`config.mk`:
```
export PLATFORM = sky130hd
export DESIGN_NAME = usart_clk_rxbuf
export DESIGN_NICKNAME = d
export VERILOG_FILES = /design/src/inc/usart_clk_pkg.sv /design/src/hw/usart_clk_rxbuf.sv
export VERILOG_INCLUDE_DIRS = /design/src /design/src/inc
export SDC_FILE = /design/constraint.sdc
export NUM_CORES = 1
export LEC_CHECK = 0
export BUFFER_PORTS_ARGS = -buffer_cell sky130_fd_sc_hd__buf_2
export CAP_MARGIN = 20
export CORE_AREA = 2 2 109 111
export DETAILED_ROUTE_END_ITERATION = 16
export DIE_AREA = 0 0 111 113
export GPL_ROUTABILITY_DRIVEN = 0
export GPL_TIMING_DRIVEN = 0
export SLEW_MARGIN = 20
export SYNTH_ARGS = -nofsm -noshare
export SYNTH_HDL_FRONTEND = slang
export SYNTH_SLANG_ARGS = --single-unit
```
`constraint.sdc`:
```
create_clock -name clk -period 4.3 [get_ports clk]
set_input_delay 0.215 -clock clk [delete_from_list [all_inputs] [get_ports clk]]
set_output_delay 0.215 -clock clk [all_outputs]
set_load 0.1 [all_outputs]
```
`src/inc/usart_clk_defines.svh`:
```
// constants for the usart clock generator and receive buffer
`ifndef USART_CLK_DEFINES_SVH
`define USART_CLK_DEFINES_SVH
`define ADDR_W          3
`define REG_CTRL        3'h0
`define REG_DIV_LO      3'h1
`define REG_DIV_HI      3'h2
`define REG_DATA        3'h3
`define REG_RXSTAT      3'h4
`define REG_STATUS      3'h5
`define CTRL_SYNC_BIT   0
`define CTRL_DBL_BIT    1
`define CTRL_DIR_BIT    2
`define CTRL_POL_BIT    3
`define RXST_NINTH_BIT  0
`define RXST_OVR_BIT    1
`define RXST_FERR_BIT   2
`define RXST_PERR_BIT   3
`define CTRL_RESET      8'h00
`define DIV_RESET       12'h000
`define DIV_W           12
`define DIV_MAX         12'hFFF
`define PH_NORMAL       5'h10
`define PH_DOUBLE       5'h08
`define PH_SYNC         5'h02
`endif

```
`src/inc/usart_clk_pkg.sv`:
```
// types for the usart clock generator and receive buffer
package usart_clk_pkg;
  typedef enum logic [1:0] {
    MODE_ASYNC_NORMAL,
    MODE_ASYNC_DOUBLE,
    MODE_SYNC_MASTER,
    MODE_SYNC_SLAVE
  } clk_mode_e;
endpackage

```
`src/hw/usart_clk_rxbuf.sv`:
```
// usart clock generation, transmit buffer and two-level receive fifo
`timescale 1ns/1ps
`include "usart_clk_defines.svh"

// Functional notes
// - sync mode bit one selects synchronous
// - clock pin direction picks master or slave
// - clock pin idle in asynchronous modes
// - generator for async/master, pin for slave
// - counter reloads at zero or low write
// - one pulse per zero, rate clk/(div+1)
// - transmitter divides by 2, 8 or 16
// - receiver uses 2, 8 or 16 states
// - divisor is twelve bits, high and low
// - double speed only acts when asynchronous
// - double speed gives 8 not 16
// - pin clock synchronised then edge detected
// - two-entry fifo, each data read pops unless empty
// - frame/parity flags and ninth bit stored per entry
// - shift register holds third level when full
// - single transmit buffer allows gapless frames
// - overrun detected, frame and parity errors taken from the receiver inputs
// - polarity bit selects change/sample edges
module usart_clk_rxbuf
  import usart_clk_pkg::*;
#(
  parameter int DATA_W = 9
) (
  input  wire logic                clk,
  input  wire logic                rstn,
  input  wire logic [`ADDR_W-1:0]  addr,
  input  wire logic [7:0]          wrData,
  input  wire logic                wrStb,
  input  wire logic                rdStb,
  output logic      [7:0]          rdData,
  input  wire logic                xferClockPinIn,
  output logic                     xferClockPinOut,
  output logic                     xferClockPinOe,
  output logic                     txBitTick,
  output logic                     rxSampleTick,
  output logic      [4:0]          rxStates,
  output logic                     txChangeEdge,
  output logic                     rxSampleEdge,
  output logic                     txLoad,
  output logic      [DATA_W-1:0]   txShiftData,
  input  wire logic                txShiftReady,
  input  wire logic                rxDone,
  input  wire logic [DATA_W-1:0]   rxData,
  input  wire logic                rxFrameErr,
  input  wire logic                rxParityErr,
  input  wire logic                rxStartSeen
);
  // ---------------------------------------------------------------
  // control registers
  // ---------------------------------------------------------------
  logic [7:0]          ctrl_r;
  logic [`DIV_W-1:0]   baudDivisor_r;
  logic                txNinth_r;
  logic                divLowWrite;
  logic                syncModeSelect;
  logic                doubleSpeedSelect;
  logic                xferClockDirection;
  logic                xferClockPolarity;
  clk_mode_e           mode;

  assign divLowWrite        = wrStb && addr == `REG_DIV_LO;
  assign syncModeSelect     = ctrl_r[`CTRL_SYNC_BIT];
  assign doubleSpeedSelect  = ctrl_r[`CTRL_DBL_BIT] && !syncModeSelect;
  assign xferClockDirection = ctrl_r[`CTRL_DIR_BIT];
  assign xferClockPolarity  = ctrl_r[`CTRL_POL_BIT];

  always_ff @(posedge clk) begin
    if (!rstn) begin
      ctrl_r        <= `CTRL_RESET;
      baudDivisor_r <= `DIV_RESET;
      txNinth_r     <= 1'b0;
    end else if (wrStb) begin
      if (addr == `REG_CTRL) begin
        ctrl_r <= wrData;
      end else if (addr == `REG_DIV_LO) begin
        baudDivisor_r[7:0] <= wrData;
      end else if (addr == `REG_DIV_HI) begin
        baudDivisor_r[11:8] <= wrData[3:0];
        txNinth_r           <= wrData[7];
      end
    end
  end

  always_comb begin
    if (!syncModeSelect) begin
      mode = doubleSpeedSelect ? MODE_ASYNC_DOUBLE : MODE_ASYNC_NORMAL;
    end else if (xferClockDirection) begin
      mode = MODE_SYNC_MASTER;
    end else begin
      mode = MODE_SYNC_SLAVE;
    end
  end

  // ---------------------------------------------------------------
  // baud rate generator
  // ---------------------------------------------------------------
  logic [`DIV_W-1:0] baudCount_r;
  logic              baudTick;

  assign baudTick = baudCount_r == '0 && !divLowWrite;

  always_ff @(posedge clk) begin
    if (!rstn) begin
      baudCount_r <= `DIV_RESET;
    end else if (divLowWrite) begin
      baudCount_r <= {baudDivisor_r[11:8], wrData};
    end else if (baudCount_r == '0) begin
      baudCount_r <= baudDivisor_r;
    end else begin
      baudCount_r <= baudCount_r - 1'b1;
    end
  end

  // ---------------------------------------------------------------
  // external clock synchroniser and edge detect
  // ---------------------------------------------------------------
  logic xckMeta_r;
  logic xckSync_r;
  logic xckPrev_r;
  logic xckRise;
  logic xckFall;

  always_ff @(posedge clk) begin
    if (!rstn) begin
      xckMeta_r <= 1'b0;
      xckSync_r <= 1'b0;
      xckPrev_r <= 1'b0;
    end else begin
      xckMeta_r <= xferClockPinIn;
      xckSync_r <= xckMeta_r;
      xckPrev_r <= xckSync_r;
    end
  end

  // peer must stay below clk/4 for edges to be seen
  assign xckRise = xckSync_r && !xckPrev_r;
  assign xckFall = !xckSync_r && xckPrev_r;

  // ---------------------------------------------------------------
  // transmitter prescaler and master clock output
  // ---------------------------------------------------------------
  logic [3:0] txDiv_r;
  logic [3:0] txDivTop;
  logic       masterClk_r;
  logic       masterRise;

  always_comb begin
    case (mode)
      MODE_ASYNC_DOUBLE: txDivTop = 4'(`PH_DOUBLE - 5'h01);
      MODE_SYNC_MASTER:  txDivTop = 4'(`PH_SYNC - 5'h01);
      default:           txDivTop = 4'(`PH_NORMAL - 5'h01);
    endcase
  end

  always_ff @(posedge clk) begin
    if (!rstn) begin
      txDiv_r <= 4'h0;
    end else if (baudTick && mode != MODE_SYNC_SLAVE) begin
      txDiv_r <= (txDiv_r >= txDivTop) ? 4'h0 : txDiv_r + 4'h1;
    end
  end

  always_ff @(posedge clk) begin
    if (!rstn || mode != MODE_SYNC_MASTER) begin
      masterClk_r <= 1'b0;
    end else if (baudTick) begin
      masterClk_r <= !masterClk_r;
    end
  end

  assign masterRise = baudTick && !masterClk_r;
  assign xferClockPinOe  = mode == MODE_SYNC_MASTER;
  assign xferClockPinOut = xferClockPinOe && (masterClk_r ^ xferClockPolarity);

  always_comb begin
    txBitTick    = 1'b0;
    txChangeEdge = 1'b0;
    rxSampleEdge = 1'b0;
    rxSampleTick = 1'b0;
    case (mode)
      MODE_SYNC_SLAVE: begin
        txChangeEdge = xferClockPolarity ? xckFall : xckRise;
        rxSampleEdge = xferClockPolarity ? xckRise : xckFall;
        txBitTick    = txChangeEdge;
        rxSampleTick = rxSampleEdge;
      end
      MODE_SYNC_MASTER: begin
        txChangeEdge = masterRise;
        rxSampleEdge = baudTick && masterClk_r;
        txBitTick    = baudTick && txDiv_r == txDivTop;
        rxSampleTick = baudTick;
      end
      default: begin
        txBitTick    = baudTick && txDiv_r == txDivTop;
        rxSampleTick = baudTick;
      end
    endcase
  end

  always_comb begin
    case (mode)
      MODE_ASYNC_NORMAL: rxStates = `PH_NORMAL;
      MODE_ASYNC_DOUBLE: rxStates = `PH_DOUBLE;
      default:           rxStates = `PH_SYNC;
    endcase
  end

  // ---------------------------------------------------------------
  // transmit write buffer
  // ---------------------------------------------------------------
  logic txFull_r;

  assign txLoad = txFull_r && txShiftReady;

  always_ff @(posedge clk) begin
    if (!rstn) begin
      txFull_r    <= 1'b0;
      txShiftData <= '0;
    end else if (wrStb && addr == `REG_DATA) begin
      txFull_r    <= 1'b1;
      txShiftData <= {txNinth_r, wrData};
    end else if (txLoad) begin
      txFull_r <= 1'b0;
    end
  end

  // ---------------------------------------------------------------
  // receive fifo with shift register as third level
  // ---------------------------------------------------------------
  localparam int ENT_W = DATA_W + 3;
  logic [ENT_W-1:0] rxFifo_r [2];
  logic             rdPtr_r;
  logic             wrPtr_r;
  logic [1:0]       rxCount_r;
  logic             held_r;
  logic [ENT_W-1:0] heldEntry_r;
  logic             pop;
  logic             push;
  logic             lostChar;
  logic [ENT_W-1:0] pushEntry;
  logic [ENT_W-1:0] headEntry;

  assign headEntry = rxFifo_r[rdPtr_r];
  assign pop       = rdStb && addr == `REG_DATA && rxCount_r != 2'h0;
  // a new start bit while a character is held and the fifo is full, with no pop that cycle, means overrun
  assign lostChar  = held_r && rxStartSeen && !(pop || rxCount_r != 2'h2);
  assign push      = (rxDone || held_r) && (rxCount_r != 2'h2 || pop);
  assign pushEntry = held_r ? heldEntry_r
                   : {rxParityErr, 1'b0, rxFrameErr, rxData};

  always_ff @(posedge clk) begin
    if (!rstn) begin
      rdPtr_r     <= 1'b0;
      wrPtr_r     <= 1'b0;
      rxCount_r   <= 2'h0;
      held_r      <= 1'b0;
      heldEntry_r <= '0;
    end else begin
      if (push) begin
        rxFifo_r[wrPtr_r] <= pushEntry;
        wrPtr_r           <= !wrPtr_r;
      end
      if (pop) begin
        rdPtr_r <= !rdPtr_r;
      end
      rxCount_r <= rxCount_r + {1'b0, push} - {1'b0, pop};
      if (held_r && push && rxDone) begin
        heldEntry_r <= {rxParityErr, 1'b0, rxFrameErr, rxData};
      end else if (lostChar) begin
        held_r      <= 1'b0;
        heldEntry_r <= '0;
      end else if (push && held_r) begin
        held_r <= 1'b0;
      end else if (rxDone && !push) begin
        held_r      <= 1'b1;
        heldEntry_r <= {rxParityErr, 1'b0, rxFrameErr, rxData};
      end
    end
  end

  // overrun is flagged with the head fifo entry when a held char is lost, cleared on pop
  logic ovrMark_r;
  always_ff @(posedge clk) begin
    if (!rstn || pop) begin
      ovrMark_r <= 1'b0;
    end else if (lostChar) begin
      ovrMark_r <= 1'b1;
    end
  end

  // ---------------------------------------------------------------
  // read data
  // ---------------------------------------------------------------
  always_ff @(posedge clk) begin
    if (!rstn) begin
      rdData <= 8'h00;
    end else if (rdStb) begin
      if (addr == `REG_CTRL) begin
        rdData <= ctrl_r;
      end else if (addr == `REG_DIV_LO) begin
        rdData <= baudDivisor_r[7:0];
      end else if (addr == `REG_DIV_HI) begin
        rdData <= {txNinth_r, 3'h0, baudDivisor_r[11:8]};
      end else if (addr == `REG_DATA) begin
        rdData <= rxCount_r != 2'h0 ? headEntry[7:0] : 8'h00;
      end else if (addr == `REG_RXSTAT) begin
        rdData <= rxCount_r == 2'h0 ? 8'h00 : {4'h0, headEntry[ENT_W-1],
                  headEntry[ENT_W-3], ovrMark_r, headEntry[DATA_W-1]};
      end else if (addr == `REG_STATUS) begin
        rdData <= {3'h0, held_r, txFull_r, 1'b0, rxCount_r};
      end else begin
        rdData <= 8'h00;
      end
    end
  end

endmodule // usart_clk_rxbuf

```
# Yosys cells after proc, flatten, opt, wreduce, memory -nomap -nowiden
# Memories as Yosys holds them, arrays and structs flattened. A register that Yosys moved wholly into a read port is not among the register bits.
# Cells that the tools add are included.
[word_totals]
reg_bits = 76
ram_bits = 24
out_inout_bits = 29
wordCells = 126
memories = 1
[classes]
add_sub_neg = 4
order_cmp = 1
n_eq_ne = 13
muxes = 37
n_bitwise = 4
n_reduce_logical = 47
[memory_table]
columns = ["name", "words", "width", "rd", "rd_ports_with_merged_regs", "wr", "line", "rtl"]
rows = [
  ["rxFifo_r", 2, 12, 1, 1, 1, "usart_clk_rxbuf.sv:236", "logic [ENT_W-1:0] rxFifo_r [2];"],
]
[op_table]
columns = ["op", "n"]
rows = [
  ["12-bit two-way mux", 7],
  ["8-bit two-way mux", 5],
  ["1-bit logical AND", 20],
  ["1-bit two-way mux", 16],
  ["12-bit zero test", 1],
  ["12-bit by 1-bit subtractor with 12-bit output, second input constant", 1],
  ["1-bit zero test", 10],
  ["5-bit two-way mux", 2],
  ["5-bit case mux with 2 select lines", 1],
  ["4-bit two-way mux", 2],
  ["4-bit case mux with 2 select lines", 1],
  ["3-bit by 2-bit == test with 1-bit output, second input constant", 2],
  ["3-bit == test, second input constant", 2],
  ["2-bit != test, second input constant", 3],
  ["2-bit AND reduction", 3],
  ["3-bit nonzero test", 2],
  ["4-bit by 1-bit adder with 4-bit output, second input constant", 1],
  ["2-bit == test, second input constant", 2],
  ["4-bit == test", 1],
  ["4-bit greater-or-equal comparator", 1],
  ["2-bit zero test", 2],
  ["1-bit logical OR", 4],
  ["1-bit case mux with 2 select lines", 2],
  ["4-bit AND reduction", 1],
  ["11 further kinds", 14],
]

# Longest topological paths before layout
# Gate-level depths: netlist of the first run.
[logic_depth]
ltp_word = 11
depth_mapped = 11
mapped_depth_nobuf = 10

# Worst setup path after synthesis of the first run
# OpenSTA, ideal clock, no wires.
[synth_path]
kind = "reg2out"
from = "register baudCount_r[3]"
to = "output txChangeEdge"
arrival_time_ns = 4.218
t_required_ns = 4.085
setup_slack_ns = -0.133
path_stages_with_launch = 5
n_path_buf = 1
cell_sequence = "dfxtp_1 -> nor4_1 -> nand3_1 -> buf_2 -> o41ai_1"
[synth_via]
elab_chain_len = 4
[synth_lines]
columns = ["item", "line", "rtl"]
rows = [
  ["from (decl)", "usart_clk_rxbuf.sv:102", "logic [`DIV_W-1:0] baudCount_r;"],
  ["from (signal assigned)", "usart_clk_rxbuf.sv:109", "baudCount_r <= `DIV_RESET;"],
  ["from (signal assigned)", "usart_clk_rxbuf.sv:111", "baudCount_r <= {baudDivisor_r[11:8], wrData};"],
  ["from (signal assigned)", "usart_clk_rxbuf.sv:113", "baudCount_r <= baudDivisor_r;"],
  ["12-bit zero test", "usart_clk_rxbuf.sv:105", "assign baudTick = baudCount_r == '0 && !divLowWrite;"],
  ["1-bit logical AND", "usart_clk_rxbuf.sv:105", ""],
  ["1-bit logical AND", "usart_clk_rxbuf.sv:176", "assign masterRise = baudTick && !masterClk_r;"],
  ["1-bit case mux with 2 select lines", "usart_clk_rxbuf.sv:185", "case (mode)"],
  ["to (decl)", "usart_clk_rxbuf.sv:42", "output logic txChangeEdge,"],
]
# No other way between the ends.

# Final worst setup path of the first run
# Same ends and word-level chain as after synthesis.

==> summary.md, run 1 <==
| Metric | Value |
|---|---|
| CTS resizes | `0` |
| Crit. Startpoint | `baudCount_r[3]` |
| Fraction of registers with async set/reset | `0%` |
| Commonest cells post-synth | `nand2_1 (94), dfxtp_1 (77), a21oi_1 (63), nor2_1 (40)` |
| Element type at the critical path end | `output port` |
| Die area | `12,540 um^2` |
| Row Count | `39` |
| Via count | `around 3,800` |
| Initial core utilization | `about two fifths` |
| # hold bufs at CTS | `0` |
| Clk_lat worst skew | `roughly 0.35 ns` |
| Top cell type's share of synthesized area | `33.93%` |
| Clock sinks | `99` |
| Post-synth EDFFs | `22` |
| RSZ-0062 raised after global routing | `false` |
| # port buffers | `54` |
| CTS tree | `built` |
| Drt total wl | `between 10,000 and 15,000 um` |
| Top post-synthesis cells by area | `dfxtp_1 (34%), edfxtp_1 (15%), nand2_1 (7.8%)` |
| Worst-margin pin slew | `between 0.8 and 0.9 ns` |
| Fin nets | `615` |
| DRC | `0` |
| Worst vdd ir | `292.8 uV` |
| Worst Skew | `around 0.0056 ns` |
| Clock Path Buffers | `2` |
| Share of layout cells above drive strength 1 | `between 15 and 20%` |
| CP arrival | `approximately 2.5 ns` |
| Critical path class | `reg2out` |
| Max Cap Viol | `0` |
| Worst path required time | `roughly 4.1 ns` |
| Top-Level Pins | `59` |
| Sequential share of the synthesized area | `about half` |
| Fin crit share | `between 60% and 70%` |
| Overall Global Routing Usage | `between 10% and 20%` |
| Max H-tree Level | `3` |
| Antenna violations before repair | `1` |
| CTS clk-pin slew, worst paths | `0.06 ns` |
| Final min period | `2.751 ns` |
| Setup ws final | `between 1.5 and 2 ns` |
| Die Height | `roughly 110 um` |
| Critical path, cell by cell | `nor4_1 -> nand3_1 -> buf_2 -> o41ai_2 -> buf_2` |
| Die width | `approximately 110 um` |
| DR iter-0 viols | `between 150 and 200` |
| Crit path max-delay cell type | `nor4_1` |
| Worst r2r src | `ctrl_r[0]` |
| HP Class | `in2reg` |
| Slew HR | `between 40% and 50%` |
| Final Hold Vio Count | `0` |
| Post-route ant nets | `0` |
| Cells after synthesis | `~510` |
| Worst-path maximum fanout | `10` |
| Worst setup SP type | `flop` |
| Run status | `finished, final reports clean` |
| Min-delay src | `xferClockPinIn` |
| Cell family with most CP delay | `simple AND/OR/NAND/NOR gates` |
| Finish-stage setup viols | `0` |
| Crit-path max cell delay | `0.58 ns` |
| Largest net degree at the start of global routing | `16` |
| Most numerous cell on the critical path | `buf_2` |
| Total grt overflow | `0` |
| Clk root buf | `clkbuf_16` |
| Synth area leader | `dfxtp_1` |
| Synth Register Bits | `99` |
| Number of global-route vias before repair | `between 3,000 and 4,000` |
| Synth Flop Type | `dfxtp_1` |
| WP buf/inv | `2` |
| Syn Area/Cell | `8.891 um^2` |
| Mapped cell area | `4543 um^2` |
| Cell variety after synth | `between 50 and 60` |
| Slew Limit Fails | `0` |
| Leak | `~2 nW` |
| Sum of negative setup slack | `0 ns` |
| Via/cell ratio | `just over 5` |
| Power density over cell area | `approximately 500 nW/um^2` |
| Cts bufs inserted | `9` |
| WL per Instance | `15.56 um` |
| Count leader, synth | `nand2_1` |
| Setup bufs post-CTS | `0` |
| Setup slack at placement | `about 1.6 ns` |
| First-pass GRT wire length | `18,080 um` |
| Post-DP HPWL | `~8400 um` |
| Drt first pass iters | `7` |
| Area delta synth->final | `16.63%` |
| Core footprint | `~11,000 um^2` |
| Max Fclk | `between 0.3 and 0.4 GHz` |
| Yosys warnings | `0` |
## power breakdown
group	internal (mW)	switching (mW)
Combinational	0.284	0.449
Sequential	1.05	0.0881
Clock	0.452	0.343
## placed cells by master, fill, tap and decap left out, types with 8 or more instances in the layout
master,instances
a21oi_1,63
nand3_1,8
buf_2,59
inv_1,13
dfxtp_1,77
mux2_2,14
edfxtp_1,22
nand2b_1,8
clkbuf_16,9
ha_1,8
nand2_1,94
mux2i_1,15
clkbuf_1,25
xnor2_1,10
o21ai_0,21
nor2_1,40
## state kept, by name, summed over array words and instances, names as in the netlist, 2 cells and up, named ones only
| signal | cells |
|---|---|
| baudCount_r | 12 |
| baudDivisor_r | 12 |
| ctrl_r | 8 |
| heldEntry_r | 11 |
| rdData | 8 |
| rxCount_r | 2 |
| rxFifo_r | 22 |
| txDiv_r | 4 |
| txShiftData | 9 |
## per-layer routing
layer  part of all wire [%]  vias to the layer above  routed length, um  GRT usage [%]
met5                      0                        -                  0              0
met4                    3.0                        0                337          8.000
met3                    5.4                       25                605          4.928
met2                     48                       92               5456          30.63
met1                     43                     1740               4898          22.02
li1                       -                     1909                  -              -
## per-stage QoR
stage / hold WS [ns] / std cells / area [um^2] / utilization, % / power [mW]
after floorplan: 0.3423 / 512 / 4554 / - / 1.727
after global placement: 0.4270 / 709 / 5004 / 44.39 / 1.873
after detailed placement: 0.4306 / 709 / 5009 / 44.43 / 1.884
after CTS: 0.07871 / 725 / 5296 / 46.99 / 2.683
after global routing: 0.08730 / 725 / 5296 / 46.99 / 2.813
final: 0.08461 / 726 / 5299 / 47.01 / 2.669
## final cells by class
| class | instances | area, um^2 |
|---|---|---|
| Buffer | 30 | 126.4 |
| Timing Repair Buffer | 54 | 270.3 |
| Antenna cell | 1 | 2.502 |
| Clock inverter | 4 | 51.30 |
| Inverter | 14 | 52.55 |
| Multi-Input combinational cell | 369 | 2178 |
| Sequential cell | 99 | 2202 |
| Fill cell | 1079 | 5973 |
| Clock buffer | 12 | 236.5 |
| Tap cell | 143 | 178.9 |
## path summary, 6_finish.rpt
check | end | slack, ns | depth (start not counted)
setup / recovery | txChangeEdge | 1.55 | 5
hold / removal | xckMeta_r | 0.08 | 2
setup reg to reg | txDiv_r[2] | 2.03 | 9
hold reg to reg | xckSync_r | 0.44 | 1
## cell families (layout without fill, tap and decap cells)
logic type,count (synthesis),after routing,synth area share (%)
other cells,1,3,0.08254
buf+inv,44,114,3.938
fa+ha+maj,8,8,2.203
flops,99,99,48.47
simple gates,192,192,19.69
mux,29,29,6.775
xor+xnor,14,14,2.699
compound gates,124,124,16.14
Power figures use the tool's default switching activity.
==> run 2: changes to the inputs <==
==> constraint.sdc (replaced) <==
create_clock -name clk -period 2.6 [get_ports clk]
set_input_delay 0.13 -clock clk [delete_from_list [all_inputs] [get_ports clk]]
set_output_delay 0.13 -clock clk [all_outputs]
set_load 0.1 [all_outputs]
==> run 2 against run 1 <==
Compared with the run above:
- count of clock-buffer cells in the layout decreased by 3
- core utilization rose by 0.46 points
- global-route usage grew 0.16 points
- non-clock buffer count increased by 1
- clock skew increased by 0.0040 ns
- first-iteration DRC count rose by 23%
- combinational power up 69%
- clock power increased by 60%
- final area rose by 0.97%
- register-to-register slack worse by 1.6 ns
- largest cell class is now multi-input gates
- largest power group unchanged
- highest routed layer unchanged
==> summary.md, run 2 (synthesized netlist as in run 1, its figures left out) <==
| Metric | Value |
|---|---|
| Crit-path max cell delay | `0.38 ns (-0.20 ns)` |
| Via count | `3,813 (+1.2%)` |
| Hold Path Sink | `heldEntry_r[9]` |
| Initial core utilization | `40.30% (unchanged)` |
| Sum of negative setup slack | `0 ns (unchanged)` |
| Die Height | `113 um (unchanged)` |
| Max Fclk | `0.4093 GHz` |
| Fin nets | `616 (+0.16%)` |
| Hold depth | `3 (+1)` |
| Final Hold Vio Count | `0 (unchanged)` |
| Number of global-route vias before repair | `3,670 (+2.3%)` |
| Most frequent cells in the layout | `nand2_1 (94), dfxtp_1 (77), a21oi_1 (63), buf_2 (55), nor2_1 (40)` |
| WL per Instance | `15.58 um (+0.12%)` |
| Clock sinks | `99 (unchanged)` |
| Run status | `finished, final reports clean` |
| Largest net degree at the start of global routing | `19 (+3)` |
| Crit. Startpoint | `baudCount_r[0]` |
| Slew Limit Fails | `0 (unchanged)` |
| Worst Skew | `0.009584 ns (+0.003960 ns)` |
| Final Util | `47.46% (+0.46 points)` |
| Leak | `2.004 nW (+0.92%)` |
| Reg2Reg Depth | `8 (-1)` |
| Worst-path maximum fanout | `10 (unchanged)` |
| Max H-tree Level | `3 (unchanged)` |
| Worst R2R End | `txDiv_r[2]` |
| Min-delay src | `rxFrameErr` |
| First-pass GRT wire length | `18,540 um (+2.5%)` |
| Power share of the combinational group | `28.1% (+0.6 points)` |
| Reg with most FFs | `rxFifo_r` |
| Post-route ant nets | `0 (unchanged)` |
| Reg2Reg Setup Slack | `0.45 ns (-1.58 ns)` |
| Cell family with most CP delay | `buffers and inverters` |
| CTS clk-pin slew, worst paths | `0.07 ns (about the same)` |
| Final min period | `2.443 ns` |
| Die width | `111 um (unchanged)` |
| Drt first pass iters | `4 (-3)` |
| RSZ-0062 raised after global routing | `false` |
| CP arrival | `2.31 ns (-0.23 ns)` |
| Sequential power share | `43.1% (+0.4 points)` |
| WP buf/inv | `3 (+1)` |
| Post-DP HPWL | `8575 um (+1.9%)` |
| Int Power | `2.892 mW (+62%)` |
| Die area | `12,540 um^2 (unchanged)` |
| Overall Global Routing Usage | `18.37% (+0.16 points)` |
| Clock share of power | `28.9% (-0.9 points)` |
| Worst vdd ir | `513.2 uV (+75%)` |
| Switch Pwr | `1.512 mW (+72%)` |
| HP Class | `in2reg` |
| Largest register FFs | `22 (unchanged)` |
| Max Cap Viol | `0 (unchanged)` |
| CTS tree | `built` |
| Most common cell after layout, fill and taps aside | `nand2_1` |
| Element type at the critical path end | `output port` |
| Worst path required time | `2.47 ns (-1.62 ns)` |
| Worst setup SP type | `flop` |
| Clock Path Buffers | `2 (unchanged)` |
| Row Count | `39 (unchanged)` |
| Share of layout cells above drive strength 1 | `18.35% (+1.2 points)` |
| Critical path, cell by cell | `inv_1 -> ha_1 -> nor3b_1 -> nand3_1 -> buf_2 -> o41ai_4 -> clkbuf_4` |
| Hold WS | `0.03370 ns (-0.05091 ns)` |
| Finish-stage setup viols | `0 (unchanged)` |
| Slew HR | `47.00% (+2.0 points)` |
| Power density over cell area | `823.2 nW/um^2 (+63%)` |
| Clk_lat worst skew | `0.34 ns (about the same)` |
| Cts bufs inserted | `9 (unchanged)` |
| Antenna violations before repair | `1 (unchanged)` |
| Fin crit share | `between 90% and 100%` |
| DRC | `0 (unchanged)` |
| DR iter-0 viols | `237 (+23%)` |
| Clk root buf | `clkbuf_16` |
| # port buffers | `54 (unchanged)` |
| Drt total wl | `11,330 um (+0.26%)` |
| Crit path max-delay cell type | `clkbuf_4` |
| Switch share | `34.33% (+1.3 points)` |
| Setup bufs post-CTS | `0 (unchanged)` |
| Worst-margin pin slew | `0.7867 ns (-0.02933 ns)` |
| Worst r2r src | `ctrl_r[0]` |
| Core footprint | `11,270 um^2 (unchanged)` |
| Top-Level Pins | `59 (unchanged)` |
| Critical path class | `reg2out` |
| Via/cell ratio | `5.245 (+1.1%)` |
| Area delta synth->final | `17.76%` |
| Total grt overflow | `0 (unchanged)` |
| Largest regs | `rxFifo_r (22), baudCount_r (12), baudDivisor_r (12)` |
-- run 2: worst max path at each step --
stage / to / slack, ns / cells past startpoint
floorplan: txBitTick / 0.09 / 6
global placement: rxFifo_r[0][5] / -0.43 / 4
detailed placement: txBitTick / 0.25 / 6
CTS: txChangeEdge / 0.03 / 7
global route: txChangeEdge / 0.0009 / 7
finish: txChangeEdge / 0.16 / 7
-- run 2: cell type report --
class,count,area (um^2)
antenna,1,2.502
buffer,29,122.6
clock buffer,9,225.2
clock inverter,7,56.30
fill,1113,5922
inverter,14,52.55
multi-input combinational,369,2212
sequential,99,2202
tap,143,178.9
timing repair buffer,56,297.8
-- run 2: timing repair --
| item | 4_1_cts | 5_1_grt |
|---|---|---|
| resized for setup | 3 | 3 |
| endpoints found under the setup margin | 4 | 3 |
| hold buffers | 1 | 0 |
| hold endpoints to repair | 1 | 0 |
| pin swaps | 0 | 0 |
-- run 2: worst min-delay path: cells and delay by family --
kind	cells	cell delay, ns
compound gates	1	0.05
buf+inv	1	0.10
simple gates	1	0.05
-- run 2: per-stage QoR --
step	worst slack (ns)	total power, mW	cell area [um^2]	instances
5_1_grt	0.0009108	4.657	5348	726
6_report	0.1569	4.404	5350	727
4_1_cts	0.02808	4.429	5341	727
3_5_place_dp	0.2455	3.134	5039	710
3_3_place_gp	-0.4346	3.107	5026	709
2_1_floorplan	0.09476	2.865	4577	512
-- run 2: power by group through the flow --
stage                     Sequential (mW)  Combinational, mW  Clock, mW
after floorplan                      1.96              0.907          0
after global placement               1.91               1.19          0
after CTS                            1.89               1.23       1.30
after global routing                 1.91               1.37       1.38
after detailed placement             1.92               1.21          0
final                                1.90               1.24       1.27
-- run 2: metal layers --
layer / vias up / GRT usage [%] / share of wire, %
li1: 1915 / - / -
met1: 1795 / 22.85 / 44
met2: 94 / 32.97 / 50
met3: 9 / 3.964 / 5.2
met4: 0 / 3.917 / 0.97
met5: - / 0 / 0
